--- src/design/gdr_map.svh ---
`ifndef GDR_MAP_SVH
`define GDR_MAP_SVH

// Timebase
`define GDR_CLK_PERIOD_NS 8
`define GDR_TICK_NS 1000000
`define GDR_TICK_CYCLES (`GDR_TICK_NS / `GDR_CLK_PERIOD_NS)

// Supervisor register offsets
`define GDR_QV_CTRL_OFS 8'h00
`define GDR_QV_MIN_I_OFS 8'h04
`define GDR_QV_Q_THR_OFS 8'h08
`define GDR_QV_TAN_OFS 8'h0C
`define GDR_QV_NOM_OFS 8'h10
`define GDR_QV_GEN_MS_OFS 8'h14
`define GDR_QV_PCC_MS_OFS 8'h18
`define GDR_QV_STATUS_OFS 8'h1C

// Reconnection register block, one per instance
`define GDR_RC_BASE_IDX 3'h2
`define GDR_RC_CTRL_OFS 5'h00
`define GDR_RC_VRANGE_OFS 5'h04
`define GDR_RC_FRANGE_OFS 5'h08
`define GDR_RC_SETTLE_OFS 5'h0C
`define GDR_RC_STATUS_OFS 5'h10

// Supervisor control fields
`define GDR_QV_EN_BIT 0
`define GDR_DECOUPLING_METHOD_SELECT_BIT 1
`define GDR_QV_MIN_EN_BIT 2

// Reconnection control fields
`define GDR_RC_MASK_HI 5
`define GDR_RC_COND_LO 6
`define GDR_RC_COND_HI 7
`define GDR_RC_AVG_BIT 8
`define GDR_RC_RECONNECTION_INSTANCE_EN_BIT 9

// Reset values
`define GDR_QV_CTRL_RST 3'h0
`define GDR_QV_MIN_I_RST 16'h0000
`define GDR_QV_Q_THR_RST 24'h00_0000
`define GDR_QV_TAN_RST 16'h0000
`define GDR_QV_NOM_RST 16'h0190
`define GDR_STAGE_MS_RST 16'h01F4
`define GDR_RC_CTRL_RST 10'h000
`define GDR_RC_RANGE_RST 32'hFFFF_0000
`define GDR_RC_SETTLE_RST 16'h0000

// Undervoltage ratio, numerator over denominator
`define GDR_UV_NUM 24'h00_0055
`define GDR_UV_DEN 24'h00_0064

`endif

--- src/design/gdr_pkg.sv ---
package gdr_pkg;

  typedef enum logic [0:0] {
    GDR_METHOD_ANGLE = 1'h0,
    GDR_METHOD_PURE_Q = 1'h1
  } gdr_method_t;

  typedef enum logic [1:0] {
    GDR_COND_INTERNAL = 2'h0,
    GDR_COND_EXTERNAL = 2'h1,
    GDR_COND_BOTH = 2'h2
  } gdr_cond_t;

  typedef enum logic [2:0] {
    GDR_RC_SETTLE = 3'h1,
    GDR_RC_RELEASE = 3'h2,
    GDR_RC_DONE = 3'h4
  } gdr_rc_state_t;

endpackage

--- src/design/gdr_stage_timer.sv ---
`timescale 1ns/1ps
module gdr_stage_timer (
  // Clock and timebase
  input wire logic clk,
  input wire logic reset_n,
  input wire logic tick,
  // Control
  input wire logic start_in,
  input wire logic [15:0] limit_ms,
  // Result
  output logic done_out
);
  logic [15:0] count_reg;
  wire [15:0] count_next = !start_in ? 16'h0000 :
                           (tick && count_reg < limit_ms) ? count_reg + 16'h0001 : count_reg;
  wire done_next = start_in && (count_next >= limit_ms);

  always_ff @(posedge clk) begin
    if (!reset_n) begin
      count_reg <= 16'h0000;
      done_out <= 1'b0;
    end else begin
      count_reg <= count_next;
      done_out <= done_next;
    end
  end
endmodule

--- src/design/gdr_reconnection_instance.sv ---
`timescale 1ns/1ps
`include "gdr_map.svh"
module gdr_reconnection_instance
  import gdr_pkg::*;
(
  // Clock and timebase
  input wire logic clk,
  input wire logic reset_n,
  input wire logic tick,
  // Triggers and qualifiers
  input wire logic [5:0] decouple_trig,
  input wire logic ext_trig,
  input wire logic block_in,
  input wire logic reconnected_in,
  input wire logic external_coupling_release,
  // Measurements
  input wire logic [47:0] v_ll,
  input wire logic [47:0] v_avg,
  input wire logic [15:0] freq,
  // Settings
  input wire logic [9:0] ctrl,
  input wire logic [31:0] voltage_release_range,
  input wire logic [31:0] freq_range,
  input wire logic [15:0] settle_ms,
  // Results
  output logic release_output,
  output logic [15:0] settle_count
);
  gdr_rc_state_t state_reg;
  gdr_rc_state_t state_next;
  logic [2:0] v_in_range;
  wire use_avg = ctrl[`GDR_RC_AVG_BIT];

  // Voltage window per line-to-line value
  for (genvar i = 0; i < 3; i++) begin : g_ph
    wire [15:0] v_sel = use_avg ? v_avg[16*i +: 16] : v_ll[16*i +: 16];
    assign v_in_range[i] = (v_sel >= voltage_release_range[15:0]) && (v_sel <= voltage_release_range[31:16]);
  end

  wire v_ok = &v_in_range;
  wire f_ok = (freq >= freq_range[15:0]) && (freq <= freq_range[31:16]);
  wire [1:0] cond = ctrl[`GDR_RC_COND_HI:`GDR_RC_COND_LO];
  wire trig_any = (|(decouple_trig & ctrl[`GDR_RC_MASK_HI:0])) || ext_trig;
  wire volt_pass = (cond == GDR_COND_INTERNAL) ? v_ok :
                   (cond == GDR_COND_EXTERNAL) ? external_coupling_release :
                   (v_ok && external_coupling_release);
  wire qual = f_ok && volt_pass;
  wire [15:0] cnt_next = (!qual || trig_any) ? 16'h0000 :
                         (tick && settle_count < settle_ms) ? settle_count + 16'h0001 : settle_count;
  wire settled = qual && (settle_count >= settle_ms);
  wire reconnection_instance_done = reconnected_in && ctrl[`GDR_RC_RECONNECTION_INSTANCE_EN_BIT];

  always_comb begin
    state_next = state_reg;
    case (state_reg)
      GDR_RC_SETTLE: begin
        if (settled && !trig_any && !block_in) begin
          state_next = GDR_RC_RELEASE;
        end
      end
      GDR_RC_RELEASE: begin
        if (trig_any || block_in || !qual) begin
          state_next = GDR_RC_SETTLE;
        end else if (reconnection_instance_done) begin
          state_next = GDR_RC_DONE;
        end
      end
      GDR_RC_DONE: begin
        if (trig_any) begin
          state_next = GDR_RC_SETTLE;
        end
      end
      default: begin
        state_next = GDR_RC_SETTLE;
      end
    endcase
  end

  always_ff @(posedge clk) begin
    if (!reset_n) begin
      state_reg <= GDR_RC_SETTLE;
      settle_count <= 16'h0000;
      release_output <= 1'b0;
    end else begin
      state_reg <= state_next;
      settle_count <= cnt_next;
      release_output <= (state_next == GDR_RC_RELEASE);
    end
  end
endmodule

--- src/design/gdr_top.sv ---
`timescale 1ns/1ps
`include "gdr_map.svh"
module gdr_top
  import gdr_pkg::*;
#(
  parameter int TICK_CYCLES = `GDR_TICK_CYCLES
) (
  // Clock and reset
  input wire logic clk,
  input wire logic reset_n,
  // Avalon-MM slave
  input wire logic [7:0] avs_address,
  input wire logic avs_read,
  input wire logic avs_write,
  input wire logic [31:0] avs_writedata,
  input wire logic [3:0] avs_byteenable,
  output logic [31:0] avs_readdata,
  output logic avs_waitrequest,
  // Measurements
  input wire logic signed [23:0] positive_sequence_reactive_power,
  input wire logic signed [23:0] positive_sequence_active_power,
  input wire logic [15:0] positive_sequence_current,
  input wire logic [47:0] v_ll_in,
  input wire logic [47:0] v_avg_in,
  input wire logic [15:0] freq_in,
  // Decoupling and reconnection inputs
  input wire logic [3:0] decoupling_in,
  input wire logic [1:0] reconnection_instance_trig_in,
  input wire logic [1:0] reconnection_instance_block_in,
  input wire logic [1:0] reconnected_in,
  input wire logic [1:0] external_coupling_release,
  // Decoupling and release outputs
  output logic gen_stage_trip,
  output logic coupling_point_stage_timer,
  output logic [1:0] release_output
);
  function automatic logic [31:0] be_merge(input logic [31:0] old_v, input logic [31:0] new_v,
                                           input logic [3:0] be);
    logic [31:0] r;
    r = old_v;
    for (int b = 0; b < 4; b++) begin
      if (be[b]) begin
        r[8*b +: 8] = new_v[8*b +: 8];
      end
    end
    return r;
  endfunction

  // Register file
  logic [2:0] qv_ctrl_reg;
  logic [15:0] min_current_threshold;
  logic [23:0] reactive_power_threshold;
  logic [15:0] tan_reg;
  logic [15:0] nom_reg;
  logic [15:0] gen_ms_reg;
  logic [15:0] pcc_ms_reg;
  logic [9:0] rc_ctrl_reg [0:1];
  logic [31:0] rc_vrange_reg [0:1];
  logic [31:0] rc_frange_reg [0:1];
  logic [15:0] rc_settle_reg [0:1];
  logic [15:0] rc_settle_cnt [0:1];
  logic [1:0] rc_release;
  logic [1:0] rc_trig_any;
  logic [31:0] rc_rd [0:1];
  logic [31:0] div_reg;
  logic tick_reg;
  logic pickup_reg;
  logic gen_done;
  logic pcc_done;

  // Bus handshake: one wait cycle, then accept
  wire bus_req = avs_read || avs_write;
  wire wr_go = avs_write && !avs_waitrequest;
  wire rd_take = avs_read && avs_waitrequest;
  wire rc_hit0 = avs_address[7:5] == `GDR_RC_BASE_IDX;
  wire rc_hit1 = avs_address[7:5] == (`GDR_RC_BASE_IDX + 3'h1);
  wire [4:0] rc_sub = avs_address[4:0];
  wire [31:0] wmask = avs_writedata;

  // Millisecond timebase
  wire tick_wrap = div_reg == 32'(TICK_CYCLES - 1);

  always_ff @(posedge clk) begin
    if (!reset_n) begin
      div_reg <= 32'h0000_0000;
      tick_reg <= 1'b0;
    end else begin
      div_reg <= tick_wrap ? 32'h0000_0000 : div_reg + 32'h0000_0001;
      tick_reg <= tick_wrap;
    end
  end

  // Decoupling supervisor
  gdr_method_t decoupling_method_select;
  assign decoupling_method_select = gdr_method_t'(qv_ctrl_reg[`GDR_DECOUPLING_METHOD_SELECT_BIT]);
  wire qv_en = qv_ctrl_reg[`GDR_QV_EN_BIT];
  wire min_en = qv_ctrl_reg[`GDR_QV_MIN_EN_BIT];
  logic [2:0] uv_ph;
  wire [23:0] uv_limit = {8'h00, nom_reg} * `GDR_UV_NUM;
  for (genvar i = 0; i < 3; i++) begin : g_uv
    wire [23:0] v_scaled = {8'h00, v_ll_in[16*i +: 16]} * `GDR_UV_DEN;
    assign uv_ph[i] = v_scaled < uv_limit;
  end
  wire uv_all = &uv_ph;

  wire signed [23:0] q_pos = positive_sequence_reactive_power;
  wire signed [23:0] p1 = positive_sequence_active_power;
  wire cur_ok = positive_sequence_current >= min_current_threshold;
  wire q_consumed = q_pos > 24'sh00_0000;
  wire [23:0] p_abs = p1[23] ? 24'(-p1) : 24'(p1);
  wire [39:0] angle_limit = {16'h0000, p_abs} * {24'h00_0000, tan_reg};
  wire [39:0] q_scaled = {9'h000, q_pos[22:0], 8'h00};
  wire angle_hit = q_consumed && (q_scaled >= angle_limit);
  wire pure_hit = q_pos > $signed({1'b0, reactive_power_threshold[22:0]});
  wire q_detect = (decoupling_method_select == GDR_METHOD_ANGLE) ? (angle_hit && cur_ok) :
                  (pure_hit && (cur_ok || !min_en));
  wire pickup_next = qv_en && uv_all && q_detect;

  always_ff @(posedge clk) begin
    if (!reset_n) begin
      pickup_reg <= 1'b0;
    end else begin
      pickup_reg <= pickup_next;
    end
  end

  // Both stages share the pick-up as start
  gdr_stage_timer u_gen_stage (
    .clk(clk),
    .reset_n(reset_n),
    .tick(tick_reg),
    .start_in(pickup_reg),
    .limit_ms(gen_ms_reg),
    .done_out(gen_done)
  );

  gdr_stage_timer u_pcc_stage (
    .clk(clk),
    .reset_n(reset_n),
    .tick(tick_reg),
    .start_in(pickup_reg),
    .limit_ms(pcc_ms_reg),
    .done_out(pcc_done)
  );

  assign gen_stage_trip = gen_done;
  assign coupling_point_stage_timer = pcc_done;
  assign release_output = rc_release;

  wire [5:0] decouple_vec = {decoupling_in, pcc_done, gen_done};

  // Reconnection instances and their registers
  for (genvar n = 0; n < 2; n++) begin : g_rc
    wire hit = (n == 0) ? rc_hit0 : rc_hit1;
    wire wr_ctrl = wr_go && hit && rc_sub == `GDR_RC_CTRL_OFS;
    wire wr_vr = wr_go && hit && rc_sub == `GDR_RC_VRANGE_OFS;
    wire wr_fr = wr_go && hit && rc_sub == `GDR_RC_FRANGE_OFS;
    wire wr_st = wr_go && hit && rc_sub == `GDR_RC_SETTLE_OFS;
    wire [31:0] ctrl_m = be_merge({22'h00_0000, rc_ctrl_reg[n]}, wmask, avs_byteenable);
    wire [31:0] st_m = be_merge({16'h0000, rc_settle_reg[n]}, wmask, avs_byteenable);

    always_ff @(posedge clk) begin
      if (!reset_n) begin
        rc_ctrl_reg[n] <= `GDR_RC_CTRL_RST;
        rc_vrange_reg[n] <= `GDR_RC_RANGE_RST;
        rc_frange_reg[n] <= `GDR_RC_RANGE_RST;
        rc_settle_reg[n] <= `GDR_RC_SETTLE_RST;
      end else begin
        if (wr_ctrl) rc_ctrl_reg[n] <= ctrl_m[9:0];
        if (wr_vr) rc_vrange_reg[n] <= be_merge(rc_vrange_reg[n], wmask, avs_byteenable);
        if (wr_fr) rc_frange_reg[n] <= be_merge(rc_frange_reg[n], wmask, avs_byteenable);
        if (wr_st) rc_settle_reg[n] <= st_m[15:0];
      end
    end

    assign rc_trig_any[n] = (|(decouple_vec & rc_ctrl_reg[n][`GDR_RC_MASK_HI:0])) || reconnection_instance_trig_in[n];
    assign rc_rd[n] = (rc_sub == `GDR_RC_CTRL_OFS) ? {22'h00_0000, rc_ctrl_reg[n]} :
                      (rc_sub == `GDR_RC_VRANGE_OFS) ? rc_vrange_reg[n] :
                      (rc_sub == `GDR_RC_FRANGE_OFS) ? rc_frange_reg[n] :
                      (rc_sub == `GDR_RC_SETTLE_OFS) ? {16'h0000, rc_settle_reg[n]} :
                      (rc_sub == `GDR_RC_STATUS_OFS) ? {15'h0000, rc_release[n], rc_settle_cnt[n]} :
                      32'h0000_0000;

    gdr_reconnection_instance u_reconnection_instance (
      .clk(clk),
      .reset_n(reset_n),
      .tick(tick_reg),
      .decouple_trig(decouple_vec),
      .ext_trig(reconnection_instance_trig_in[n]),
      .block_in(reconnection_instance_block_in[n]),
      .reconnected_in(reconnected_in[n]),
      .external_coupling_release(external_coupling_release[n]),
      .v_ll(v_ll_in),
      .v_avg(v_avg_in),
      .freq(freq_in),
      .ctrl(rc_ctrl_reg[n]),
      .voltage_release_range(rc_vrange_reg[n]),
      .freq_range(rc_frange_reg[n]),
      .settle_ms(rc_settle_reg[n]),
      .release_output(rc_release[n]),
      .settle_count(rc_settle_cnt[n])
    );
  end

  // Supervisor registers
  wire [31:0] ctrl_mg = be_merge({29'h0000_0000, qv_ctrl_reg}, wmask, avs_byteenable);
  wire [31:0] mini_mg = be_merge({16'h0000, min_current_threshold}, wmask, avs_byteenable);
  wire [31:0] qthr_mg = be_merge({8'h00, reactive_power_threshold}, wmask, avs_byteenable);
  wire [31:0] tan_mg = be_merge({16'h0000, tan_reg}, wmask, avs_byteenable);
  wire [31:0] nom_mg = be_merge({16'h0000, nom_reg}, wmask, avs_byteenable);
  wire [31:0] gen_mg = be_merge({16'h0000, gen_ms_reg}, wmask, avs_byteenable);
  wire [31:0] pcc_mg = be_merge({16'h0000, pcc_ms_reg}, wmask, avs_byteenable);

  always_ff @(posedge clk) begin
    if (!reset_n) begin
      qv_ctrl_reg <= `GDR_QV_CTRL_RST;
      min_current_threshold <= `GDR_QV_MIN_I_RST;
      reactive_power_threshold <= `GDR_QV_Q_THR_RST;
      tan_reg <= `GDR_QV_TAN_RST;
      nom_reg <= `GDR_QV_NOM_RST;
      gen_ms_reg <= `GDR_STAGE_MS_RST;
      pcc_ms_reg <= `GDR_STAGE_MS_RST;
    end else if (wr_go) begin
      if (avs_address == `GDR_QV_CTRL_OFS) qv_ctrl_reg <= ctrl_mg[2:0];
      if (avs_address == `GDR_QV_MIN_I_OFS) min_current_threshold <= mini_mg[15:0];
      if (avs_address == `GDR_QV_Q_THR_OFS) reactive_power_threshold <= qthr_mg[23:0];
      if (avs_address == `GDR_QV_TAN_OFS) tan_reg <= tan_mg[15:0];
      if (avs_address == `GDR_QV_NOM_OFS) nom_reg <= nom_mg[15:0];
      if (avs_address == `GDR_QV_GEN_MS_OFS) gen_ms_reg <= gen_mg[15:0];
      if (avs_address == `GDR_QV_PCC_MS_OFS) pcc_ms_reg <= pcc_mg[15:0];
    end
  end

  // Read selection
  wire [31:0] qv_status = {25'h000_0000, rc_release, pcc_done, gen_done, pickup_reg, q_detect, uv_all};
  wire [31:0] rd_mux = (avs_address == `GDR_QV_CTRL_OFS) ? {29'h0000_0000, qv_ctrl_reg} :
                       (avs_address == `GDR_QV_MIN_I_OFS) ? {16'h0000, min_current_threshold} :
                       (avs_address == `GDR_QV_Q_THR_OFS) ? {8'h00, reactive_power_threshold} :
                       (avs_address == `GDR_QV_TAN_OFS) ? {16'h0000, tan_reg} :
                       (avs_address == `GDR_QV_NOM_OFS) ? {16'h0000, nom_reg} :
                       (avs_address == `GDR_QV_GEN_MS_OFS) ? {16'h0000, gen_ms_reg} :
                       (avs_address == `GDR_QV_PCC_MS_OFS) ? {16'h0000, pcc_ms_reg} :
                       (avs_address == `GDR_QV_STATUS_OFS) ? qv_status :
                       rc_hit0 ? rc_rd[0] :
                       rc_hit1 ? rc_rd[1] :
                       32'h0000_0000;

  always_ff @(posedge clk) begin
    if (!reset_n) begin
      avs_waitrequest <= 1'b1;
      avs_readdata <= 32'h0000_0000;
    end else begin
      avs_waitrequest <= !(bus_req && avs_waitrequest);
      if (rd_take) avs_readdata <= rd_mux;
    end
  end

  for (genvar n = 0; n < 2; n++) begin : g_chk

  end
endmodule

--- config.mk ---
export PLATFORM = sky130hd
export DESIGN_NAME = gdr_top
export DESIGN_NICKNAME = d
export VERILOG_FILES = /design/src/design/gdr_pkg.sv /design/src/design/gdr_stage_timer.sv /design/src/design/gdr_reconnection_instance.sv /design/src/design/gdr_top.sv
export VERILOG_INCLUDE_DIRS = /design/src /design/src/design
export SDC_FILE = /design/constraint.sdc
export NUM_CORES = 2
export LEC_CHECK = 0
export ABC_AREA = 0
export BUFFER_PORTS_ARGS = -buffer_cell sky130_fd_sc_hd__buf_4
export CAP_MARGIN = 10
export CORE_ASPECT_RATIO = 1.5
export CORE_MARGIN = 2
export CORE_UTILIZATION = 24
export DETAILED_ROUTE_END_ITERATION = 12
export SLEW_MARGIN = 25
export SYNTH_ARGS = -nofsm -noshare
export SYNTH_HDL_FRONTEND = slang
export SYNTH_SLANG_ARGS = --single-unit
--- constraint.sdc ---
create_clock -name clk -period 12.3 [get_ports clk]
set_input_delay 1.23 -clock clk [delete_from_list [all_inputs] [get_ports clk]]
set_output_delay 1.23 -clock clk [all_outputs]
set_load 0.005 [all_outputs]
==> flow_metrics.tcl <==
set metrics [dict create \
    routed-via-count 43300 \
    grt_setup_unrepaired "no" \
    grt_pass1_wl_um 277000 \
    worst_clock_skew_ns 0.0201 \
    setup-tns-final_ns 0 \
    count_of_nets_after_finishing 7455 \
    timing.max_slew.rel_slack_pct 27.0 \
    cts_max_level 2 \
    num_io_pins 273 \
    cp_max_fo 19 \
    total_setup_buffers_inserted_after_cts 0 \
    totalPowerFinal_uw 4090 \
    die_w_um 378 \
    setup-violations-final 0 \
    port-buffer-count 272 \
    cts_tree "built" \
    detail_route.drc_violations 0 \
    standby_leakage_power_uw 0.0261 \
    grt_antenna_before_repair 35 \
    cts-resized-gates 0 \
    syn_inst 5887 \
    placeableCoreArea_um2 209000 \
    timing.setup.critical_path_class "primary input to register" \
    syn-mean-instance-area_um2 8.57 \
    post_route_cells_drive_above_1_share_pct 7.94 \
    clk_path_buf_depth 3 \
    drt_first_pass_iters 6 \
    p_per_area_nw_per_um2 71.5 \
    syn-num-nets 7294 \
    fin_util_pct 27.3 \
    highest-signal-layer "met5" \
    overall_die_area_um2 214000 \
    worst_hold_path_type "register to register" \
    synthDistinctLibCells 81 \
    grt_usage_pct 17.1 \
    required_ns 12.80 \
    root_buffer "sky130_fd_sc_hd__clkbuf_16" \
    total_number_of_yosys_warnings 0 \
    postCtsHoldBufs 0 \
    final.min_clock_period_ns 10.48 \
    max_clk_rate_mhz 95.4 \
    async_flop_share_pct 0 \
    synth-edff-count 180 \
    std_cell_rows 206 \
    result_of_the_run "finished, final reports clean" \
    synthFlopType "sky130_fd_sc_hd__dfxtp_1" \
    route.detailed.wl_per_inst_um 21.1 \
    worst_setup_path_end_kind "register" \
    route.antenna.remaining_nets 0 \
    detail_route.iter0.violations 3307 \
    vdd_ir_max_v 0.0000835 \
    cts.clk_slew.worst_paths_ns 0.06 \
    met2RoutedLength_um 87200 \
    cts_made_buffers 42 \
    yosysSeqAreaShare_pct 20.6 \
    final_common_cell "sky130_fd_sc_hd__inv_1" \
    crit_top_cell "sky130_fd_sc_hd__fa_1" \
    grt_overflow 0 \
    cp-start-kind "primary input" \
    route.layer.met1.wl_um 75600 \
    ys_seq_elements 428 \
    final_hold_violation_count 0 \
    worst_pin_slew_ns 1.08 \
    max-cap-violations 0 \
    critical_path_arrival_ns 10.98 \
    layout_common_cells "sky130_fd_sc_hd__inv_1, sky130_fd_sc_hd__ha_1, sky130_fd_sc_hd__nand2_1, sky130_fd_sc_hd__fa_1, sky130_fd_sc_hd__buf_4" \
    gp_routability_congestion 0.972 \
    grt_start_max_net_pins 74 \
    first_global_vias 44300 \
    start_util_pct 24.1 \
    cts_num_sinks 428 \
    filler_instances 22600 \
    netlist_area_um2 50400 \
    met3_wirelength_um 12900 \
    holdWs_ns 0.443 \
    totalWireLength_um 187000 \
    detailedPlacementHpwl_um 155000 \
    layout_worst_path_cycle_share_pct 85.2 \
    final-max-slew-violation-count 0 \
    clk-insertion-delay-late_ns 0.59 \
    cp_slowest_cell "sky130_fd_sc_hd__o41ai_1" \
    route.detailed.vias_per_inst 4.87 \
    timing.critical_path.slowest_cell_delay_ns 0.62 \
    die-height_um 565 \
    flow.area_growth_from_synthesis_pct 13.5 \
]
-- stage by stage --
step / setup slack, ns / cells / area [um2]
2_1_floorplan: 2.32 / 5887 / 50400
6_report: 1.82 / 8893 / 57200
3_3_place_gp: 1.62 / 8812 / 55700
5_1_grt: 1.27 / 8889 / 57200
4_1_cts: 1.89 / 8889 / 57200
3_5_place_dp: 1.34 / 8812 / 55700
-- logic make-up after synthesis --
family	after synthesis	synth area share (%)
fa+ha+maj	1171	34.5
flops	428	20.6
xor+xnor	193	3.35
compound gates	1077	14.0
simple gates	1830	17.6
buf+inv	1101	8.21
mux	87	1.80
-- where the power goes --
group,switching (uW),internal (uW)
Sequential,13.7,1490
Clock,617,810
Combinational,700,461
-- layer usage --
layer | GRT usage [%] | vias to the layer above
met5 | 0 | -
met3 | 2.97 | 404
met1 | 20.6 | 21200
met4 | 8.86 | 42
met2 | 29.1 | 1442
li1 | - | 20200
-- cell usage after synthesis (47+ instances only) --
cell                       count  area (um2)
sky130_fd_sc_hd__a21boi_0     91         683
sky130_fd_sc_hd__a21o_1      125         938
sky130_fd_sc_hd__a21oi_1     213        1070
sky130_fd_sc_hd__a22oi_1      78         586
sky130_fd_sc_hd__and2_1      298        1860
sky130_fd_sc_hd__clkbuf_1    211         792
sky130_fd_sc_hd__dfxtp_1     248        4960
sky130_fd_sc_hd__edfxtp_1    180        5410
sky130_fd_sc_hd__fa_1        363        7270
sky130_fd_sc_hd__ha_1        808       10100
sky130_fd_sc_hd__inv_1       873        3280
sky130_fd_sc_hd__mux2i_1      57         571
sky130_fd_sc_hd__nand2_1     717        2690
sky130_fd_sc_hd__nand3_1      98         490
sky130_fd_sc_hd__nand4_1      81         507
sky130_fd_sc_hd__nor2_1      270        1010
sky130_fd_sc_hd__nor2b_1      97         607
sky130_fd_sc_hd__o21a_1       47         353
sky130_fd_sc_hd__o21ai_0     250        1250
sky130_fd_sc_hd__or3_1        83         519
sky130_fd_sc_hd__xnor2_1     109         955
sky130_fd_sc_hd__xor2_1       84         736
-- worst max-delay path, delay by kind of cell --
kind                       cells  cell delay (ns)
AOI/OAI and AO/OA             11             2.74
xor gates and xnor gates       2             0.21
buffers and inverters          7             0.69
and+or+nand+nor                9             2.12
adders and majority gates      9             3.97
-- path summary, 6_finish.rpt --
check / startpoint / end / slack [ns] / cells past startpoint
max: positive_sequence_active_power[0] / avs_readdata[1] / 1.82 / 38
min: div_reg[0] / div_reg[0] / 0.44 / 1
max reg2reg: tan_reg[3] / avs_readdata[1] / 3.28 / 34
min reg2reg: div_reg[0] / div_reg[0] / 0.44 / 1
-- final cells by class --
class | instances | area, um2 | area share, %
flip-flops and latches | 428 | 10400 | 18.1
diodes | 4 | 10.0 | 0.0175
clock inverters | 23 | 263 | 0.459
clock buffers | 54 | 1220 | 2.13
well taps | 2808 | 3510 | 6.14
inverters | 873 | 3280 | 5.73
multi-input cells | 4358 | 36000 | 62.9
repair buffers | 345 | 2590 | 4.53
Note: power is estimated with default switching activity, not from simulation.
